$ cat config.mk
export PLATFORM = sky130hd
export DESIGN_NAME = odr_filter
export DESIGN_NICKNAME = d
export VERILOG_FILES = /design/src/design/odr_pkg.sv /design/src/design/odr_filter.sv
export SDC_FILE = /design/constraint.sdc
export NUM_CORES = 2
export LEC_CHECK = 0
export ABC_AREA = 0
export BUFFER_PORTS_ARGS = -buffer_cell sky130_fd_sc_hd__buf_4
export CAP_MARGIN = 20
export CELL_PAD_IN_SITES_DETAIL_PLACEMENT = 1
export CELL_PAD_IN_SITES_GLOBAL_PLACEMENT = 1
export CORE_MARGIN = 3
export CORE_UTILIZATION = 35
export CTS_BUF_LIST = sky130_fd_sc_hd__clkbuf_2 sky130_fd_sc_hd__clkbuf_4 sky130_fd_sc_hd__clkbuf_8
export DETAILED_ROUTE_END_ITERATION = 10
export GPL_TIMING_DRIVEN = 0
export PLACE_DENSITY_LB_ADDON = 0.1
export SLEW_MARGIN = 20
export SYNTH_ARGS = -nofsm -noshare
export SYNTH_HDL_FRONTEND = slang
export SYNTH_SLANG_ARGS = --single-unit
$ cat constraint.sdc
create_clock -name clk_in -period 30.3 [get_ports clk_in]
set_input_delay 7.575 -clock clk_in [delete_from_list [all_inputs] [get_ports clk_in]]
set_output_delay 7.575 -clock clk_in [all_outputs]
set_load 0.005 [all_outputs]
$ cat src/design/odr_pkg.sv
// constants, field layout and carrier types of the outlier detect-and-replace filter
// assumes a single 50 MHz clock domain and a same-clock sample source
// Contract
// - replacement is off after reset and works only while the enable bit 7 of the config is one.
// - each new sample gives an error equal to the magnitude of sample minus prediction.
// - a sample is an outlier when its error is strictly above the current threshold.
// - an outlier is passed on as the prediction, any other sample passes unchanged.
// - with the order bit at zero the prediction is the previous sample.
// - with the order bit at one the prediction is a least-squares line through the last four outputs.
// - the threshold is the low-pass filtered error times the selected gain.
// - gain codes 0 to 3 give 4, 8, 16 and 32 times, code 3 being 32 times.
// - the time-constant field sets the error filter constant between 8 and 64 samples.
// - the init field sets the value loaded into the error filter when the algorithm starts.
package odr_pkg;
    localparam int         SAMPLE_W        = 19;
    localparam logic [7:0] CFG_ADDR        = 8'h16;
    localparam logic [7:0] CFG_RESET       = 8'h00;
    localparam int         EN_BIT          = 7;
    localparam int         ORDER_BIT       = 6;
    localparam int         TC_LSB          = 4;
    localparam int         INIT_LSB        = 2;
    localparam int         GAIN_LSB        = 0;
    localparam int         TC_BASE_SHIFT   = 3;
    localparam int         GAIN_BASE_SHIFT = 2;
    localparam int         TH_W            = SAMPLE_W + 5;
    localparam int         FIFO_DEPTH      = 32;

    typedef enum logic [1:0] {ST_OFF, ST_PRIME, ST_RUN} odr_state_e;

    typedef struct packed {
        logic [SAMPLE_W-1:0] value;
        logic                replaced;
    } odr_sample_s;
endpackage

$ cat src/design/odr_filter.sv
// outlier detect-and-replace filter with its output fifo
// assumes samples and config come from logic on clk_in; ce_in low freezes everything
`timescale 1ns/10ps

// output buffer, flip-flop storage with honest full and empty
module odr_fifo #(
    parameter int WIDTH = 8,
    parameter int DEPTH = 32
) (
    input  wire logic             clk_in,
    input  wire logic             srst_in,
    input  wire logic             ce_in,
    input  wire logic             wr_valid_in,
    input  wire logic [WIDTH-1:0] wr_data_in,
    output logic                  wr_ready_out,
    output logic                  rd_valid_out,
    output logic [WIDTH-1:0]      rd_data_out,
    input  wire logic             rd_ready_in
);
    localparam int AW = $clog2(DEPTH);
    typedef struct packed {
        logic [DEPTH-1:0][WIDTH-1:0] mem;
        logic [AW-1:0]               wp;
        logic [AW-1:0]               rp;
        logic [AW:0]                 cnt;
        logic                        not_full;
        logic                        not_empty;
    } odr_fifo_s;
    odr_fifo_s s;
    odr_fifo_s next_s;
    logic      wr;
    logic      rd;

    // handshakes, gated by the clock enable
    assign wr = ce_in && wr_valid_in && s.not_full;
    assign rd = ce_in && s.not_empty && rd_ready_in;
    assign wr_ready_out = s.not_full;
    assign rd_valid_out = s.not_empty;
    assign rd_data_out  = s.mem[s.rp];

    // pointer and count update
    always_comb begin
        next_s = s;
        if (wr) begin
            next_s.mem[s.wp] = wr_data_in;
            next_s.wp = (s.wp == AW'(DEPTH - 1)) ? '0 : s.wp + AW'(1);
        end
        if (rd) begin
            next_s.rp = (s.rp == AW'(DEPTH - 1)) ? '0 : s.rp + AW'(1);
        end
        next_s.cnt       = s.cnt + (AW+1)'(wr) - (AW+1)'(rd);
        next_s.not_full  = next_s.cnt != (AW+1)'(DEPTH);
        next_s.not_empty = next_s.cnt != '0;
    end

    // state register
    always_ff @(posedge clk_in) begin
        if (srst_in) begin
            s <= '0;
            s.not_full <= 1'b1;
        end else if (ce_in) begin
            s <= next_s;
        end
    end
endmodule

// the filter itself
module odr_filter #(
    parameter logic [odr_pkg::SAMPLE_W-1:0] INIT_BASE = 19'h00010
) (
    input  wire logic                          clk_in,
    input  wire logic                          srst_in,
    input  wire logic                          ce_in,
    input  wire logic                          cfg_wr_in,
    input  wire logic                          cfg_rd_in,
    input  wire logic [7:0]                    cfg_addr_in,
    input  wire logic [7:0]                    cfg_wdata_in,
    output logic      [7:0]                    cfg_rdata_out,
    input  wire logic                          in_valid_in,
    input  wire logic [odr_pkg::SAMPLE_W-1:0]  in_sample_in,
    output logic                               in_ready_out,
    output logic                               out_valid_out,
    output odr_pkg::odr_sample_s               out_sample_out,
    input  wire logic                          out_ready_in
);
    import odr_pkg::*;

    typedef struct packed {
        logic [7:0]                   cfg;
        logic [7:0]                   rdata;
        odr_state_e                   st;
        logic [3:0][SAMPLE_W-1:0]     hist;
        logic [SAMPLE_W-1:0]          lpf;
        logic                         ovalid;
        odr_sample_s                  odata;
    } odr_top_s;
    odr_top_s s;
    odr_top_s next_s;

    logic                       fifo_ready;
    logic                       fifo_valid;
    odr_sample_s                fifo_data;
    logic                       pop;
    logic                       acc_c;
    logic signed [SAMPLE_W+2:0] fit_c;
    logic [SAMPLE_W-1:0]        pred_c;
    logic [SAMPLE_W-1:0]        diff_c;
    logic [TH_W-1:0]            thr_c;
    logic                       outlier_c;
    logic [SAMPLE_W-1:0]        out_val_c;
    logic [2:0]                 tc_sh;
    logic [2:0]                 gain_sh;
    logic [SAMPLE_W-1:0]        init_c;

    assign acc_c = ce_in && in_valid_in && fifo_ready;
    assign pop   = fifo_valid && (!s.ovalid || out_ready_in);

    // line fit extrapolation, (2*newest + second newest - oldest) / 2, clamped to range
    assign fit_c = (SAMPLE_W+3)'({s.hist[0], 1'b0}) + (SAMPLE_W+3)'(s.hist[1])
                 - (SAMPLE_W+3)'(s.hist[3]);
    always_comb begin
        pred_c = s.hist[0];
        if (s.cfg[ORDER_BIT]) begin
            if (fit_c < 0) begin
                pred_c = '0;
            end else if (fit_c[SAMPLE_W+1]) begin
                pred_c = '1;
            end else begin
                pred_c = fit_c[SAMPLE_W:1];
            end
        end
    end

    assign diff_c = (in_sample_in > pred_c) ? in_sample_in - pred_c : pred_c - in_sample_in;
    assign gain_sh = 3'(GAIN_BASE_SHIFT) + {1'b0, s.cfg[GAIN_LSB +: 2]};
    assign thr_c   = TH_W'(s.lpf) << gain_sh;
    assign outlier_c = (s.st == ST_RUN) && s.cfg[EN_BIT] && (TH_W'(diff_c) > thr_c);
    assign out_val_c = outlier_c ? pred_c : in_sample_in;
    // constant 8 to 64 samples as shift 3 to 6
    assign tc_sh  = 3'(TC_BASE_SHIFT) + {1'b0, s.cfg[TC_LSB +: 2]};
    assign init_c = INIT_BASE << s.cfg[INIT_LSB +: 2];

    // config port, state sequencing, history and filter update
    always_comb begin
        next_s = s;
        if (cfg_wr_in && cfg_addr_in == CFG_ADDR) begin
            next_s.cfg = cfg_wdata_in;
        end
        if (cfg_rd_in) begin
            next_s.rdata = (cfg_addr_in == CFG_ADDR) ? s.cfg : 8'h00;
        end
        // leave or enter the algorithm with the enable bit
        case (s.st)
            ST_OFF: begin
                if (s.cfg[EN_BIT]) begin
                    next_s.st = ST_PRIME;
                end
            end
            ST_PRIME: begin
                if (!s.cfg[EN_BIT]) begin
                    next_s.st = ST_OFF;
                end else if (acc_c) begin
                    next_s.st = ST_RUN;
                end
            end
            ST_RUN: begin
                if (!s.cfg[EN_BIT]) begin
                    next_s.st = ST_OFF;
                end
            end
            default: next_s.st = ST_OFF;
        endcase
        if (acc_c) begin
            next_s.hist = {s.hist[2:0], out_val_c};
            if (s.st == ST_PRIME) begin
                // history and filter loaded on start
                next_s.hist = {4{in_sample_in}};
                next_s.lpf  = init_c;
            end else if (s.st == ST_RUN) begin
                if (diff_c >= s.lpf) begin
                    next_s.lpf = s.lpf + ((diff_c - s.lpf) >> tc_sh);
                end else begin
                    next_s.lpf = s.lpf - ((s.lpf - diff_c) >> tc_sh);
                end
            end
        end
        if (pop) begin
            next_s.ovalid = 1'b1;
            next_s.odata  = fifo_data;
        end else if (out_ready_in) begin
            next_s.ovalid = 1'b0;
        end
    end

    // state register
    always_ff @(posedge clk_in) begin
        if (srst_in) begin
            s <= '0;
            s.cfg <= CFG_RESET;
            s.st <= ST_OFF;
        end else if (ce_in) begin
            s <= next_s;
        end
    end

    odr_fifo #(
        .WIDTH ($bits(odr_sample_s)),
        .DEPTH (FIFO_DEPTH)
    ) u_fifo (
        .clk_in       (clk_in),
        .srst_in      (srst_in),
        .ce_in        (ce_in),
        .wr_valid_in  (in_valid_in),
        .wr_data_in   ({out_val_c, outlier_c}),
        .wr_ready_out (fifo_ready),
        .rd_valid_out (fifo_valid),
        .rd_data_out  (fifo_data),
        .rd_ready_in  (!s.ovalid || out_ready_in)
    );

    assign in_ready_out   = fifo_ready;
    assign cfg_rdata_out  = s.rdata;
    assign out_valid_out  = s.ovalid;
    assign out_sample_out = s.odata;
endmodule

==> Flow_metrics.wiki <==
{| class="wikitable"
! Metric !! Value
|-
| Number of register bits inferred by synthesis || 792
|-
| Placer Congestion || 0.879
|-
| Area added between synthesis and finish || 13.5%
|-
| Depth of the worst register-to-register path || 60
|-
| Total number of placement rows || 127
|-
| Setup Fix Bufs, Post-CTS || 0
|-
| Startpoint types || primary input
|-
| DIE WIDTH || 355 um
|-
| Post-cts sizing count || 0
|-
| Largest stage delay on the critical path || 0.72 ns
|-
| Net Sw Frac || 32.2%
|-
| Highest attainable clock frequency || 54.2 MHz
|-
| Dominant delay contributor by cell family on the critical path || compound AO/OA/AOI/OAI gates
|-
| Worst-case vdd ir drop || 0.0000394 V
|-
| DRC violation total after the first TritonRoute iteration || 2587
|-
| Routed wire length || 178 mm
|-
| Number of buffers created by CTS || 147
|-
| H-tree Lvls || 4
|-
| Post-DRT Antenna Nets || 0
|-
| Area share of the largest cell type after synthesis || 37.3%
|-
| Total Negative Setup Slacks || 0 ns
|-
| Largest cells by area after synthesis || dfxtp_1 (37%), mux4_2 (11%), nand3b_1 (5.6%)
|-
| Final-layout worst hold slack || 0.452 ns
|-
| Number of nets in the synthesized netlist || 4730
|-
| Most used routing layer in global routing || met2
|-
| Met3 routing resource usage after global routing || just under 5%
|-
| Number of ports placed on the die boundary || 72
|-
| Internal power || 0.00190 W
|-
| Result of the run || complete, no violations
|-
| Vias || 37100
|-
| Endpoints failing setup || 0
|-
| Number of synthesized flops with an enable pin || 0
|-
| Power density relative to cell area || 58.2 nW/um2
|-
| Area of the mapped netlist || 42500 um2
|-
| Final cell count without fillers || approximately 6500
|-
| Slew of the pin with the lowest slew margin || ~1.3 ns
|-
| Biggest area consumer among synthesized cells || dfxtp_1
|-
| Routed length per placed instance || 27.5 um
|-
| Final slew viol count || 0
|-
| Sequential Power Share || 38.1%
|-
| Sequential area share after synthesis || 37.3%
|-
| Largest net degree at the start of global routing || 17
|-
| CP bufs+invs || 7
|-
| Number of hold buffers added after CTS || 0
|-
| Most used cell, CP || o21ai_0
|-
| Switching component of the power || 0.000903 W
|-
| Ys Warns || 0
|-
| Total global routing track utilization || 27.7%
|-
| Leading cell type in the layout, fill and taps excluded || dfxtp_1
|-
| IO buf count || 70
|-
| Crit-path slowest cell || o21ai_1
|-
| Slew margin rel. || 15.9%
|-
| Number of violations of the max-capacitance limit || 0
|-
| Share of the clock period used by the worst path || 60.9%
|-
| Commonest non-fill, non-tap cells in the layout || dfxtp_1 (792), o21ai_0 (393), clkbuf_1 (343)
|-
| Source of the critical timing path || in_sample_in[10]
|-
| Antenna violations before repair || 22
|-
| Die area || about 130000 um2
|-
| Overall overflow remaining after global route || 0
|-
| Synthesized area per cell || 9.40 um2
|-
| Final critical-path required period || between 15 and 20 ns
|-
| Async set or reset register ratio after synthesis || 0%
|-
| Critical Path RT || 31.00 ns
|-
| Min-Delay Path Class || reg -> reg
|-
| Leakage power || between 15 and 20 nW
|-
| Final number of hold-violating endpoints || 0
|-
| HPWL after detailed placement || 134 mm
|-
| Number of stages on the worst setup path || 46
|-
| Clk network pwr share || between 30 and 40%
|-
| Kind of end point of the critical path || flop
|-
| Clk buf depth || 3
|-
| Remaining design rule violation count || 0
|-
| Origin of the worst min-delay path || cfg_rdata_out[2]
|-
| First-pass GRT wire length || 260 mm
|-
| Starting utilization of the core area || 35.3%
|-
| Reg2reg start || s[41]
|-
| Floorplan core area || 120000 um2
|-
| Clock latency of the later-clocked register in the worst-skew pair || 0.86 ns
|-
| Average via count per standard cell || 5.75
|-
| Master cell of the clock root buffer || clkbuf_8
|-
| Fraction of final layout cells with drive strength greater than 1 || approximately 14%
|-
| CTS tree || built
|-
| GR Util met1 || 35.9%
|-
| Clock-pin slew reported for the worst setup and hold paths after clock tree synthesis || roughly 0.050 ns
|-
| Worst setup path class || in -> reg
|-
| Cell variety after synth || just under 100
|-
| Height of the chip || 355 um
|-
| Portion of total power attributed to combinational logic || 22.4%
|-
| Critical path peak fanout || 10
|-
| Number of cells on the worst hold path || 2
|-
| Number of search-and-repair iterations in the first detailed-routing pass || 7
|-
| Primary flip-flop cell chosen by synthesis mapping || dfxtp_1
|-
| Arr. time, crit path || 19.16 ns
|-
| Cells after synthesis || between 4000 and 5000
|-
| Vias in the first global route || approximately 38000
|-
| CTS sink cnt || 792
|-
| Number of cells in the design after placement || between 6000 and 7000
|-
| Unrepaired setup endpoints after global routing || no
|-
| Setup Skew || approximately 0.063 ns
|-
| Net count, final || 4951
|-
| Global-route track usage on met2 || 46.2%
|}
==> final timing paths <==
kind                 endpoint  slack [ns]
max reg2reg             s[39]       13.25
min reg2reg  cfg_rdata_out[2]        0.45
min          cfg_rdata_out[2]        0.45
max                     s[39]       11.83
==> through the flow <==
stage	area (um2)	util (%)	worst slack, ns	power [W]
final	48300	40.1	11.83	0.00281
after global routing	48200	40.1	10.59	0.00293
after global placement	45100	37.5	11.16	0.00171
after CTS	48200	40.1	11.95	0.00283
after detailed placement	45100	37.5	11.10	0.00172
after floorplan	42500	-	14.19	0.00151
==> Yosys cell counts, drive strengths merged, types with 5 or more instances <==
cell	count
o21a	16
nor4	8
o211a	5
a211oi	95
nor2b	15
a221oi	8
or3	49
mux4	212
o221ai	6
buf	99
a21o	26
and4	6
o31a	5
nand3	45
nand4	12
o21bai	12
a31oi	19
nor4b	7
fa	23
o2111ai	5
mux2	9
or2	25
mux2i	173
and3	18
nand3b	315
nand2	144
and2	20
nor2	242
a21oi	157
a22oi	9
inv	210
dfxtp	792
a21boi	8
nand2b	316
a311oi	5
o211ai	29
xor2	20
o21ai	404
a211o	5
a41oi	5
clkbuf	347
xnor2	54
o22ai	309
nor3	37
ha	144
==> logic make-up (layout without fill, tap and decap cells) <==
logic type / after synthesis / after routing / synth area share (%)
buf+inv: 660 / 982 / 6.17
mux: 394 / 394 / 15.6
xor+xnor: 74 / 74 / 1.52
other cells: 1 / 3 / 0.00882
flops: 792 / 792 / 37.3
fa+ha+maj: 168 / 168 / 5.34
compound gates: 1164 / 1164 / 16.8
simple gates: 1268 / 1268 / 17.3
==> area by class of cell <==
cell class / count / area, um2
Antenna cell: 2 / 5.00
Buffer: 446 / 1830
Clock buffer: 228 / 2880
Clock inverter: 22 / 208
Fill cell: 13900 / 72000
Inverter: 214 / 803
Multi-Input combinational cell: 3069 / 24100
Sequential cell: 792 / 15900
Tap cell: 1612 / 2020
Timing Repair Buffer: 72 / 546
==> per-layer routing <==
| metal | up-vias | part of all wire [%] |
|---|---|---|
| li1 | 16800 | - |
| met4 | 4 | 3.6 |
| met1 | 19000 | 43 |
| met5 | - | 0.015 |
| met2 | 1010 | 48 |
| met3 | 294 | 5.6 |
==> tightest hold or removal path: cells and delay by family (launching register included) <==
| kind | cells | cell delay (ns) |
|---|---|---|
| flops | 1 | 0.31 |
| compound gates | 1 | 0.05 |
| simple gates | 1 | 0.05 |
==> power groups by stage <==
stage	Sequential (W)	Combinational, W	Clock [W]
3_3_place_gp	0.00109	0.000616	0
4_1_cts	0.00107	0.000628	0.00113
6_report	0.00107	0.000628	0.00111
5_1_grt	0.00107	0.000689	0.00117
3_5_place_dp	0.00109	0.000625	0
2_1_floorplan	0.00109	0.000422	0
==> sequential cells by signal, summed over array words and instances, names as in the netlist <==
register and cells:
u_fifo.s 656, s 105, out_sample_out 20, cfg_rdata_out 8, out_valid_out 1, u_fifo.rd_valid_out 1, u_fifo.wr_ready_out 1
Note: power is estimated with default switching activity, not from simulation.
